===== config.mk =====
export PLATFORM = sky130hd
export DESIGN_NAME = exip_ext_irq
export DESIGN_NICKNAME = d
export VERILOG_FILES = /design/src/exip_pkg.sv /design/src/exip_ext_irq.sv
export SDC_FILE = /design/constraint.sdc
export NUM_CORES = 1
export LEC_CHECK = 0
export ABC_CLOCK_PERIOD_IN_PS = 2100
export BUFFER_PORTS_ARGS = -buffer_cell sky130_fd_sc_hd__buf_2
export CELL_PAD_IN_SITES_DETAIL_PLACEMENT = 2
export CELL_PAD_IN_SITES_GLOBAL_PLACEMENT = 2
export CORE_ASPECT_RATIO = 0.8
export CORE_UTILIZATION = 35
export CTS_BUF_LIST = sky130_fd_sc_hd__clkbuf_4 sky130_fd_sc_hd__clkbuf_8
export CTS_CLUSTER_SIZE = 8
export DETAILED_ROUTE_END_ITERATION = 7
export PLACE_DENSITY = 0.91
export SYNTH_ARGS = -nofsm -noshare
export SYNTH_HDL_FRONTEND = slang
export SYNTH_SLANG_ARGS = --single-unit

===== constraint.sdc =====
create_clock -name clock -period 2.1 [get_ports clock]
set_input_delay 0.42 -clock clock [delete_from_list [all_inputs] [get_ports clock]]
set_output_delay 0.42 -clock clock [all_outputs]
set_load 0.03 [all_outputs]

===== src/exip_pkg.sv =====
package exip_pkg;

   // Register offsets
   localparam logic [7:0] EXIP_OFS_LINE_SENS_LO = 8'h00;
   localparam logic [7:0] EXIP_OFS_LINE_SENS_HI = 8'h01;
   localparam logic [7:0] EXIP_OFS_PORT_SENS    = 8'h02;
   localparam logic [7:0] EXIP_OFS_LINE_FLAGS   = 8'h03;
   localparam logic [7:0] EXIP_OFS_PORT_FLAGS   = 8'h04;
   localparam logic [7:0] EXIP_OFS_ROUTE_A      = 8'h05;
   localparam logic [7:0] EXIP_OFS_GH_SENS      = 8'h0A;
   localparam logic [7:0] EXIP_OFS_ROUTE_B      = 8'h0B;

   // Reset value shared by every register
   localparam logic [7:0] EXIP_REG_RESET = 8'h00;

   // Writable bits of the registers with reserved fields
   localparam logic [7:0] EXIP_GH_SENS_MASK   = 8'h0F;
   localparam logic [7:0] EXIP_ROUTE_B_MASK   = 8'h7F;
   localparam logic [7:0] EXIP_PORT_FLAG_MASK = 8'h3F;
   localparam logic [7:0] EXIP_PORT_FLAG_MED  = 8'h0F;

   // Field positions in port_gh_sensitivity
   localparam int EXIP_G_SENS_POS = 0;
   localparam int EXIP_H_SENS_POS = 2;

   // Field positions in port_sensitivity (B, D, E, F)
   localparam int EXIP_B_SENS_POS = 0;
   localparam int EXIP_D_SENS_POS = 2;
   localparam int EXIP_E_SENS_POS = 4;
   localparam int EXIP_F_SENS_POS = 6;

   // Bit positions in port_flags
   localparam int EXIP_FLAG_B = 0;
   localparam int EXIP_FLAG_D = 1;
   localparam int EXIP_FLAG_E = 2;
   localparam int EXIP_FLAG_F = 3;
   localparam int EXIP_FLAG_G = 4;
   localparam int EXIP_FLAG_H = 5;

   // Bit positions in port_route_select_a
   localparam int EXIP_B_LOW_ROUTE     = 0;
   localparam int EXIP_B_HIGH_ROUTE    = 1;
   localparam int EXIP_D_LOW_ROUTE     = 2;
   localparam int EXIP_D_HIGH_ROUTE    = 3;
   localparam int EXIP_E_LOW_ROUTE     = 4;
   localparam int EXIP_E_HIGH_ROUTE    = 5;
   localparam int EXIP_F_LOW_ROUTE     = 6;
   localparam int EXIP_EF_SOURCE       = 7;

   // Bit positions in port_route_select_b
   localparam int EXIP_F_HIGH_ROUTE    = 0;
   localparam int EXIP_G_LOW_ROUTE     = 1;
   localparam int EXIP_G_HIGH_ROUTE    = 2;
   localparam int EXIP_H_LOW_ROUTE     = 3;
   localparam int EXIP_H_HIGH_ROUTE    = 4;
   localparam int EXIP_BG_SOURCE       = 5;
   localparam int EXIP_DH_SOURCE       = 6;

   // Trigger encodings
   typedef enum logic [1:0] {
      EXIP_TRIG_FALL_LOW = 2'b00,
      EXIP_TRIG_RISE     = 2'b01,
      EXIP_TRIG_FALL     = 2'b10,
      EXIP_TRIG_BOTH     = 2'b11
   } exip_trig_t;

   typedef struct packed {
      logic [7:0] addr;
      logic [7:0] wdata;
      logic       wr;
      logic       rd;
   } exip_bus_req_t;

   typedef struct packed {
      logic [7:0] h;
      logic [7:0] g;
      logic [7:0] f;
      logic [7:0] e;
      logic [7:0] d;
      logic [7:0] c;
      logic [7:0] b;
      logic [7:0] a;
   } exip_pins_t;

   typedef struct packed {
      logic [7:0] line_pending;
      logic       bg;
      logic       dh;
      logic       ef;
   } exip_irq_t;

   typedef struct packed {
      logic [7:0] line_sens_lo;
      logic [7:0] line_sens_hi;
      logic [7:0] port_sens;
      logic [7:0] line_flags;
      logic [7:0] port_flags;
      logic [7:0] route_a;
      logic [7:0] gh_sens;
      logic [7:0] route_b;
      exip_pins_t pins_prev;
      logic       prev_ok;
      logic [7:0] rdata;
   } exip_state_t;

   localparam exip_state_t EXIP_STATE_RESET = '0;

endpackage


===== src/exip_ext_irq.sv =====
`timescale 1ns/1ps

module exip_ext_irq
   import exip_pkg::*;
#(
   parameter bit LARGE_VARIANT = 1'b1
) (
   input  wire logic          clock,
   input  wire logic          rst,
   input  wire exip_bus_req_t bus_req,
   output logic [7:0]         bus_rdata,
   input  wire logic          cpu_mask_high,
   input  wire logic          cpu_mask_low,
   input  wire exip_pins_t    pins,
   output exip_irq_t          irq
);

   exip_state_t s_q;
   exip_state_t s_d;

   // Event qualifier for one pin under a trigger code
   function automatic logic trig_hit(input logic [1:0] sens,
                                     input logic       prev,
                                     input logic       cur,
                                     input logic       prev_ok);
      logic rise;
      logic fall;
      logic hit;
      rise = prev_ok & ~prev & cur;
      fall = prev_ok & prev & ~cur;
      unique case (exip_trig_t'(sens))
         EXIP_TRIG_FALL_LOW: hit = ~cur;
         EXIP_TRIG_RISE:     hit = rise;
         EXIP_TRIG_FALL:     hit = fall;
         EXIP_TRIG_BOTH:     hit = rise | fall;
      endcase
      return hit;
   endfunction

   // Any hit on the routed halves of one port
   function automatic logic port_hit(input logic [1:0] sens,
                                     input logic [7:0] prev,
                                     input logic [7:0] cur,
                                     input logic       prev_ok,
                                     input logic       lo_sel,
                                     input logic       hi_sel);
      logic hit;
      hit = 1'b0;
      for (int i = 0; i < 8; i++) begin
         if ((i < 4) ? lo_sel : hi_sel) begin
            hit = hit | trig_hit(sens, prev[i], cur[i], prev_ok);
         end
      end
      return hit;
   endfunction

   logic       sens_unlocked;
   logic [5:0] port_event;
   logic [7:0] line_event;
   logic [7:0] line_src;
   logic [7:0] prev_src;
   logic [7:0] rd_val;
   logic [7:0] w1c;
   logic [7:0] pflag_mask;
   logic [1:0] ls;
   logic [7:0] ra;
   logic [7:0] rb;
   logic       lo;

   assign pflag_mask = LARGE_VARIANT ? EXIP_PORT_FLAG_MASK : EXIP_PORT_FLAG_MED;

   always_comb begin
      s_d           = s_q;
      ra            = s_q.route_a;
      rb            = s_q.route_b;
      sens_unlocked = cpu_mask_high & cpu_mask_low;

      // Port interrupt events, each with its own port trigger field
      port_event = '0;
      port_event[EXIP_FLAG_B] = port_hit(s_q.port_sens[EXIP_B_SENS_POS +: 2],
         s_q.pins_prev.b, pins.b, s_q.prev_ok,
         ra[EXIP_B_LOW_ROUTE], ra[EXIP_B_HIGH_ROUTE]);
      port_event[EXIP_FLAG_D] = port_hit(s_q.port_sens[EXIP_D_SENS_POS +: 2],
         s_q.pins_prev.d, pins.d, s_q.prev_ok,
         ra[EXIP_D_LOW_ROUTE], ra[EXIP_D_HIGH_ROUTE]);
      port_event[EXIP_FLAG_E] = port_hit(s_q.port_sens[EXIP_E_SENS_POS +: 2],
         s_q.pins_prev.e, pins.e, s_q.prev_ok,
         ra[EXIP_E_LOW_ROUTE], ra[EXIP_E_HIGH_ROUTE]);
      port_event[EXIP_FLAG_F] = port_hit(s_q.port_sens[EXIP_F_SENS_POS +: 2],
         s_q.pins_prev.f, pins.f, s_q.prev_ok,
         ra[EXIP_F_LOW_ROUTE], rb[EXIP_F_HIGH_ROUTE]);
      port_event[EXIP_FLAG_G] = port_hit(s_q.gh_sens[EXIP_G_SENS_POS +: 2],
         s_q.pins_prev.g, pins.g, s_q.prev_ok,
         rb[EXIP_G_LOW_ROUTE], rb[EXIP_G_HIGH_ROUTE]);
      port_event[EXIP_FLAG_H] = port_hit(s_q.gh_sens[EXIP_H_SENS_POS +: 2],
         s_q.pins_prev.h, pins.h, s_q.prev_ok,
         rb[EXIP_H_LOW_ROUTE], rb[EXIP_H_HIGH_ROUTE]);
      if (!LARGE_VARIANT) begin
         port_event[EXIP_FLAG_G] = 1'b0;
         port_event[EXIP_FLAG_H] = 1'b0;
      end

      // Pin-line events; ports A and C always feed the lines
      line_event = '0;
      for (int x = 0; x < 8; x++) begin
         lo = (x < 4);
         ls = (x < 4) ? s_q.line_sens_lo[2*(x%4) +: 2] : s_q.line_sens_hi[2*(x%4) +: 2];
         line_src = '0;
         prev_src = '0;
         line_src[0] = pins.a[x];
         prev_src[0] = s_q.pins_prev.a[x];
         line_src[1] = pins.c[x];
         prev_src[1] = s_q.pins_prev.c[x];
         line_src[2] = pins.b[x];
         prev_src[2] = s_q.pins_prev.b[x];
         line_src[3] = pins.d[x];
         prev_src[3] = s_q.pins_prev.d[x];
         line_src[4] = pins.e[x];
         prev_src[4] = s_q.pins_prev.e[x];
         line_src[5] = pins.f[x];
         prev_src[5] = s_q.pins_prev.f[x];
         line_src[6] = pins.g[x];
         prev_src[6] = s_q.pins_prev.g[x];
         line_src[7] = pins.h[x];
         prev_src[7] = s_q.pins_prev.h[x];
         for (int p = 0; p < 8; p++) begin
            logic routed;
            routed = 1'b1;
            unique case (p)
               2: routed = ~(lo ? ra[EXIP_B_LOW_ROUTE] : ra[EXIP_B_HIGH_ROUTE]);
               3: routed = ~(lo ? ra[EXIP_D_LOW_ROUTE] : ra[EXIP_D_HIGH_ROUTE]);
               4: routed = ~(lo ? ra[EXIP_E_LOW_ROUTE] : ra[EXIP_E_HIGH_ROUTE]);
               5: routed = ~(lo ? ra[EXIP_F_LOW_ROUTE] : rb[EXIP_F_HIGH_ROUTE]);
               6: routed = ~(lo ? rb[EXIP_G_LOW_ROUTE] : rb[EXIP_G_HIGH_ROUTE]);
               7: routed = ~(lo ? rb[EXIP_H_LOW_ROUTE] : rb[EXIP_H_HIGH_ROUTE]);
               default: routed = 1'b1;
            endcase
            // Ports G and H are not bonded out on the smaller variant
            if (!LARGE_VARIANT && p >= 6) begin
               routed = 1'b0;
            end
            if (routed && trig_hit(ls, prev_src[p], line_src[p], s_q.prev_ok)) begin
               line_event[x] = 1'b1;
            end
         end
      end

      s_d.pins_prev = pins;
      s_d.prev_ok   = 1'b1;

      // Register writes
      w1c = '0;
      if (bus_req.wr) begin
         unique case (bus_req.addr)
            EXIP_OFS_LINE_SENS_LO: begin
               if (sens_unlocked) s_d.line_sens_lo = bus_req.wdata;
            end
            EXIP_OFS_LINE_SENS_HI: begin
               if (sens_unlocked) s_d.line_sens_hi = bus_req.wdata;
            end
            EXIP_OFS_PORT_SENS: begin
               if (sens_unlocked) s_d.port_sens = bus_req.wdata;
            end
            EXIP_OFS_ROUTE_A: s_d.route_a = bus_req.wdata;
            EXIP_OFS_GH_SENS: begin
               if (LARGE_VARIANT && sens_unlocked) begin
                  s_d.gh_sens = bus_req.wdata & EXIP_GH_SENS_MASK;
               end
            end
            EXIP_OFS_ROUTE_B: begin
               if (LARGE_VARIANT) s_d.route_b = bus_req.wdata & EXIP_ROUTE_B_MASK;
            end
            default: w1c = bus_req.wdata;
         endcase
      end

      // Flags: a set in the same cycle as its clear wins
      s_d.line_flags = line_event |
         (s_q.line_flags & ~((bus_req.wr && bus_req.addr == EXIP_OFS_LINE_FLAGS) ?
          w1c : 8'h00));
      s_d.port_flags = ({2'b00, port_event} |
         (s_q.port_flags & ~((bus_req.wr && bus_req.addr == EXIP_OFS_PORT_FLAGS) ?
          w1c : 8'h00))) & pflag_mask;

      // Register reads, data stand the cycle after the strobe
      unique case (bus_req.addr)
         EXIP_OFS_LINE_SENS_LO: rd_val = s_q.line_sens_lo;
         EXIP_OFS_LINE_SENS_HI: rd_val = s_q.line_sens_hi;
         EXIP_OFS_PORT_SENS:    rd_val = s_q.port_sens;
         EXIP_OFS_LINE_FLAGS:   rd_val = s_q.line_flags;
         EXIP_OFS_PORT_FLAGS:   rd_val = s_q.port_flags;
         EXIP_OFS_ROUTE_A:      rd_val = s_q.route_a;
         EXIP_OFS_GH_SENS:      rd_val = s_q.gh_sens;
         EXIP_OFS_ROUTE_B:      rd_val = s_q.route_b;
         default:               rd_val = 8'h00;
      endcase
      s_d.rdata = bus_req.rd ? rd_val : 8'h00;
   end

   always_ff @(posedge clock) begin
      if (rst) begin
         s_q <= EXIP_STATE_RESET;
      end else begin
         s_q <= s_d;
      end
   end

   assign bus_rdata        = s_q.rdata;
   assign irq.line_pending = s_q.line_flags;
   assign irq.ef = s_q.route_a[EXIP_EF_SOURCE] ? s_q.port_flags[EXIP_FLAG_F]
                                               : s_q.port_flags[EXIP_FLAG_E];
   assign irq.dh = s_q.route_b[EXIP_DH_SOURCE] ? s_q.port_flags[EXIP_FLAG_H]
                                               : s_q.port_flags[EXIP_FLAG_D];
   assign irq.bg = s_q.route_b[EXIP_BG_SOURCE] ? s_q.port_flags[EXIP_FLAG_G]
                                               : s_q.port_flags[EXIP_FLAG_B];

endmodule


Word-level counts from Yosys, hierarchy flattened
Index checks and enable logic that the tools add are counted.
Cells by class
  mux-type cells: 276
  reduce and logical (&&, ||, !) cells: 73
  bitwise operators: 510
  eq/ne operators: 49
Operator list (count)
  1-bit one-hot mux with 4 select lines: 112
  1-bit bitwise AND: 257
  1-bit two-way mux: 157
  1-bit inverter: 141
  1-bit OR: 106
  8-bit one-hot mux with 8 select lines: 1
  2-bit == test, second input constant: 28
  1-bit logical AND: 50
  8-bit two-way mux: 4
  2-bit by 1-bit == test with 1-bit output, second input constant: 14
  2-bit zero test: 14
  8-bit by 2-bit == test with 1-bit output, second input constant: 2
  8-bit by 3-bit == test with 1-bit output, second input constant: 2
  8-bit by 4-bit == test with 1-bit output, second input constant: 2
  3-bit AND reduction: 4
  9-bit two-way mux: 1
  8-bit bitwise AND: 1
  8-bit by 1-bit == test with 1-bit output, second input constant: 1
  8-bit zero test: 1
  8-bit inverter: 1
  8-bit OR: 1
  6-bit bitwise AND: 1
  6-bit two-way mux: 1
  6-bit inverter: 1
  other kinds (4): 5
Word-level totals
  bits in registers: 130
  input port bits: 86
  output and inout port bits: 19
  word-level logic and storage cells: 926

Longest topological paths before layout
  depth after elaboration: 21
  depth in mapped cells: 7
  depth with buffers taken out: 5

Worst setup path before layout
No wires, ideal clock.
  kind: input -> register
  start: input bus_req[15] (netlist name)
  end: register s_q[135] (netlist name)
  arrival: 1.723 ns
  required time: 1.972 ns
  stages: 5
  setup time: 0.128 ns
  setup slack: 0.250 ns
  path buffers: 0
  cells stage by stage: or4_4 > nor3_4 > nand3_4 > mux2i_1 > nor2_1
On the way
  word-level cells in the longest chain between the ends: 2
RTL lines
  start: declaration: RTL line exip_ext_irq.sv:10  | input wire exip_bus_req_t bus_req,
  8-bit zero test: RTL line exip_ext_irq.sv:154  | unique case (bus_req.addr)
  3-bit AND reduction (no line)
  end signal: assignment: RTL line exip_ext_irq.sv:202  | s_q <= EXIP_STATE_RESET;
  end signal: assignment: RTL line exip_ext_irq.sv:204  | s_q <= s_d;
  end: declaration: RTL line exip_ext_irq.sv:18  | exip_state_t s_q;
No other way between the ends.
A chain may end at the register's enable or synchronous reset.

==> metrics.json <==
{
  "floorplanning": {
    "design.die.area_um2": 21400,
    "number_of_placement_rows": 46,
    "placeableCoreArea_um2": 20100,
    "fp.dieH_um": 131,
    "ioPinCount": 105,
    "die-width_um": 163,
    "floorplan.initialDensity": 0.362
  },
  "pwr": {
    "seqPwrFrac": 0.449,
    "p_sw_mw": 1.66,
    "worst_ir_drop_vdd_v": 0.000329,
    "netSwitchingFraction": 0.287,
    "static-leakage-power_nw": 3.36,
    "power.density_nw_per_um2": 684,
    "internal_power_mw": 4.13,
    "clock_power_share": 0.432,
    "power.combinational.fraction": 0.119
  },
  "cells_and_area": {
    "layout_common_cells": "nor2b_1 (139), dfxtp_1 (130), buf_2 (103)",
    "seqCellArea_um2": 2600,
    "multi_input_comb_area_um2": 4190,
    "post_synthesis_to_final_layout_area_growth_pct": 16.5,
    "antenna_cells": 0,
    "layout.cells.most_common": "nor2b_1",
    "drive_above_1_share": 0.186,
    "design_area_um2": 8470,
    "nNetsFinal": 1075,
    "fill_cells": 2293
  },
  "critical_path": {
    "critical_path.max_fanout": 3,
    "regToRegEndpoint": "s_q[101]",
    "timing.critical_path.required_ns": 1.68,
    "ff2ff_setup_slack_ns": 0.21,
    "reg2reg_depth": 6,
    "critical_path.slowest_cell": "dfxtp_1",
    "critical_path.cell_chain": "mux2_2 -> buf_2",
    "reg2reg_from": "s_q[59]",
    "worstSetupEndpointType": "output pin",
    "worst_setup_path_start_kind": "flop",
    "critical_path.max_stage_delay_ns": 0.46,
    "crit_path_arrival_time_ns": 1.55,
    "setup.worst_path.class": "reg2out"
  },
  "grt": {
    "antenna_found_initial": 0,
    "grt_start_max_net_pins": 122,
    "globalRouteTotalUtil": 0.363,
    "grt_overflow_total": 0,
    "grt_first_pass_wirelength_mm": 56.3,
    "via_count_of_the_first_global_routing_pass": 8843
  },
  "sta": {
    "tns_ns": 0,
    "whs_ns": 0.187,
    "final_max_slew_viol_count": 0,
    "final.min_clock_period_ns": 1.97,
    "fin_worst_skew_ns": 0.0134,
    "max_freq_mhz": 508,
    "setup_viol": 0,
    "max-slew-margin-rel": 0.507,
    "tightest_slew_ns": 0.739,
    "rsz0062_at_grt": "false",
    "final_hold_vios": 0,
    "final_min_period_over_clock_period": 0.938
  },
  "synth": {
    "synth-edff-count": 0,
    "postSynth.asyncResetShare": 0,
    "syn_nets": 991,
    "synthesis.instances": 905,
    "yosys_register_bits": 130,
    "post_synth_num_cell_types": 53,
    "ys_dominant_reg_cell": "dfxtp_1",
    "synthesis.area_um2": 7270,
    "synth.yosys.seq_area_share": 0.358,
    "ys.warnings.count": 0,
    "synth.avg_cell_area_um2": 8.03
  },
  "hold_path": {
    "worstHoldPathType": "in2reg",
    "hold_path.startpoint": "pins[16]",
    "min_delay_path_depth": 3,
    "holdPathEnd": "s_q[25]"
  },
  "route": {
    "detailroute.via_count": 8219,
    "ant_nets": 0,
    "met3_wirelength_from_detailed_routing_mm": 3.17,
    "maxUsedRoutingLayer": "met4",
    "wirelength_mm": 38.0,
    "wire_per_inst_um": 30.0,
    "met2_wirelength_mm": 17.3,
    "route.detailed.drc": 0,
    "detail_route.wirelength.met1_mm": 15.5,
    "vias_per_cell": 6.49,
    "dr.first_iter.drc_count": 815,
    "drtPass1Iterations": 6
  },
  "cts": {
    "cts-root-to-sink-buffers": 2,
    "cts.htree.levels": 4,
    "cts_root_buffer": "clkbuf_8",
    "cts_tree": "done",
    "cts_made_buffers": 17,
    "cts.reportedPaths.clkPinSlew_ns": 0.08,
    "clk-insertion-delay-late_ns": 0.50,
    "cts_post_setup_buffers_inserted": 0,
    "cts_resized": 0,
    "cts_hold_repair.buffers": 0,
    "cts.sinks": 130
  },
  "placement": {
    "gp_congestion": 0.908,
    "port-buffer-count": 104,
    "detailed_place_hpwl_mm": 25.5,
    "place_area_um2": 8040
  },
  "outcome": {
    "outcome": "finished, final reports clean"
  },
  "flow_run": {
    "max_cap_viol_count": 0
  }
}
==> per-stage QoR <==
| stage | setup WS (ns) | cells | power, mW | util |
|---|---|---|---|---|
| floorplan | 0.250 | 905 | 2.97 | - |
| global placement | -0.0356 | 1234 | 3.25 | 0.400 |
| detailed placement | -0.119 | 1234 | 3.30 | 0.400 |
| CTS | 0.152 | 1266 | 5.76 | 0.422 |
| global route | 0.144 | 1266 | 5.92 | 0.422 |
| finish | 0.130 | 1266 | 5.79 | 0.422 |
==> power groups by stage <==
stage | sequential (mW) | clock (mW) | combinational (mW)
after CTS | 2.60 | 2.49 | 0.673
after global routing | 2.60 | 2.59 | 0.723
after global placement | 2.64 | 0 | 0.608
after detailed placement | 2.65 | 0 | 0.646
after floorplan | 2.63 | 0 | 0.345
final | 2.60 | 2.50 | 0.688
==> synth_stat cells, types with 5 or more instances <==
master	count	area, um2
o2bb2ai_1	7	61.3
a31oi_1	21	131
nand2b_1	19	119
a221oi_1	5	43.8
mux2i_1	37	370
o41ai_1	6	52.6
a32oi_1	6	52.6
nand2_1	73	274
nor4_1	16	100
nor2b_1	139	870
a22oi_1	48	360
clkbuf_1	49	184
and3b_1	8	70.1
dfxtp_1	130	2600
nor3_1	7	35.0
a21oi_1	47	235
nand3_1	32	160
nand4_1	15	93.8
buf_4	17	128
o22ai_1	37	231
inv_1	29	109
o211ai_1	5	37.5
o221ai_1	8	70.1
nor2_1	71	267
o21ai_0	12	60.1
buf_2	6	30.0
==> cell type report <==
| type | instances | share of cell area |
|---|---|---|
| inverters | 29 | 0.0129 |
| repair buffers | 141 | 0.0960 |
| well taps | 264 | 0.0390 |
| clock inverters | 11 | 0.0189 |
| clock buffers | 21 | 0.0319 |
| flip-flops and latches | 130 | 0.307 |
| multi-input cells | 670 | 0.494 |
==> sequential cells by signal, indices dropped and copies added (netlist names) <==
register and count:
ls 2, irq 8, prev_src 8, rb 7
s_q 89, ra 8, bus_rdata 8
==> how the worst max path moves through the flow <==
stage / endpoint / from / depth (start not counted)
floorplan: s_q[135] / bus_req[15] / 5
global placement: bus_rdata[6] / bus_req[15] / 6
detailed placement: bus_rdata[6] / bus_req[15] / 6
CTS: irq[1] / rb[6] / 2
global route: irq[8] / s_q[124] / 5
finish: irq[1] / rb[6] / 2
==> logic make-up after synthesis <==
group	share of synthesized area
simple gates	0.304
mux	0.0572
buf+inv	0.0661
compound gates	0.214
flops	0.358
==> worst max-delay path, delay by kind of cell (launching register included) <==
| family | cells | cell delay (ns) |
|---|---|---|
| flip-flops | 1 | 0.46 |
| multiplexers | 1 | 0.40 |
| buffers and inverters | 1 | 0.19 |
==> routing by layer <==
layer  global-route usage  vias to the layer above
met4                0.214                        0
li1                     -                     3417
met3               0.0726                      144
met1                0.447                     4151
met2                0.591                      507
met5                    0                        -
(Power assumes the default switching activity.)
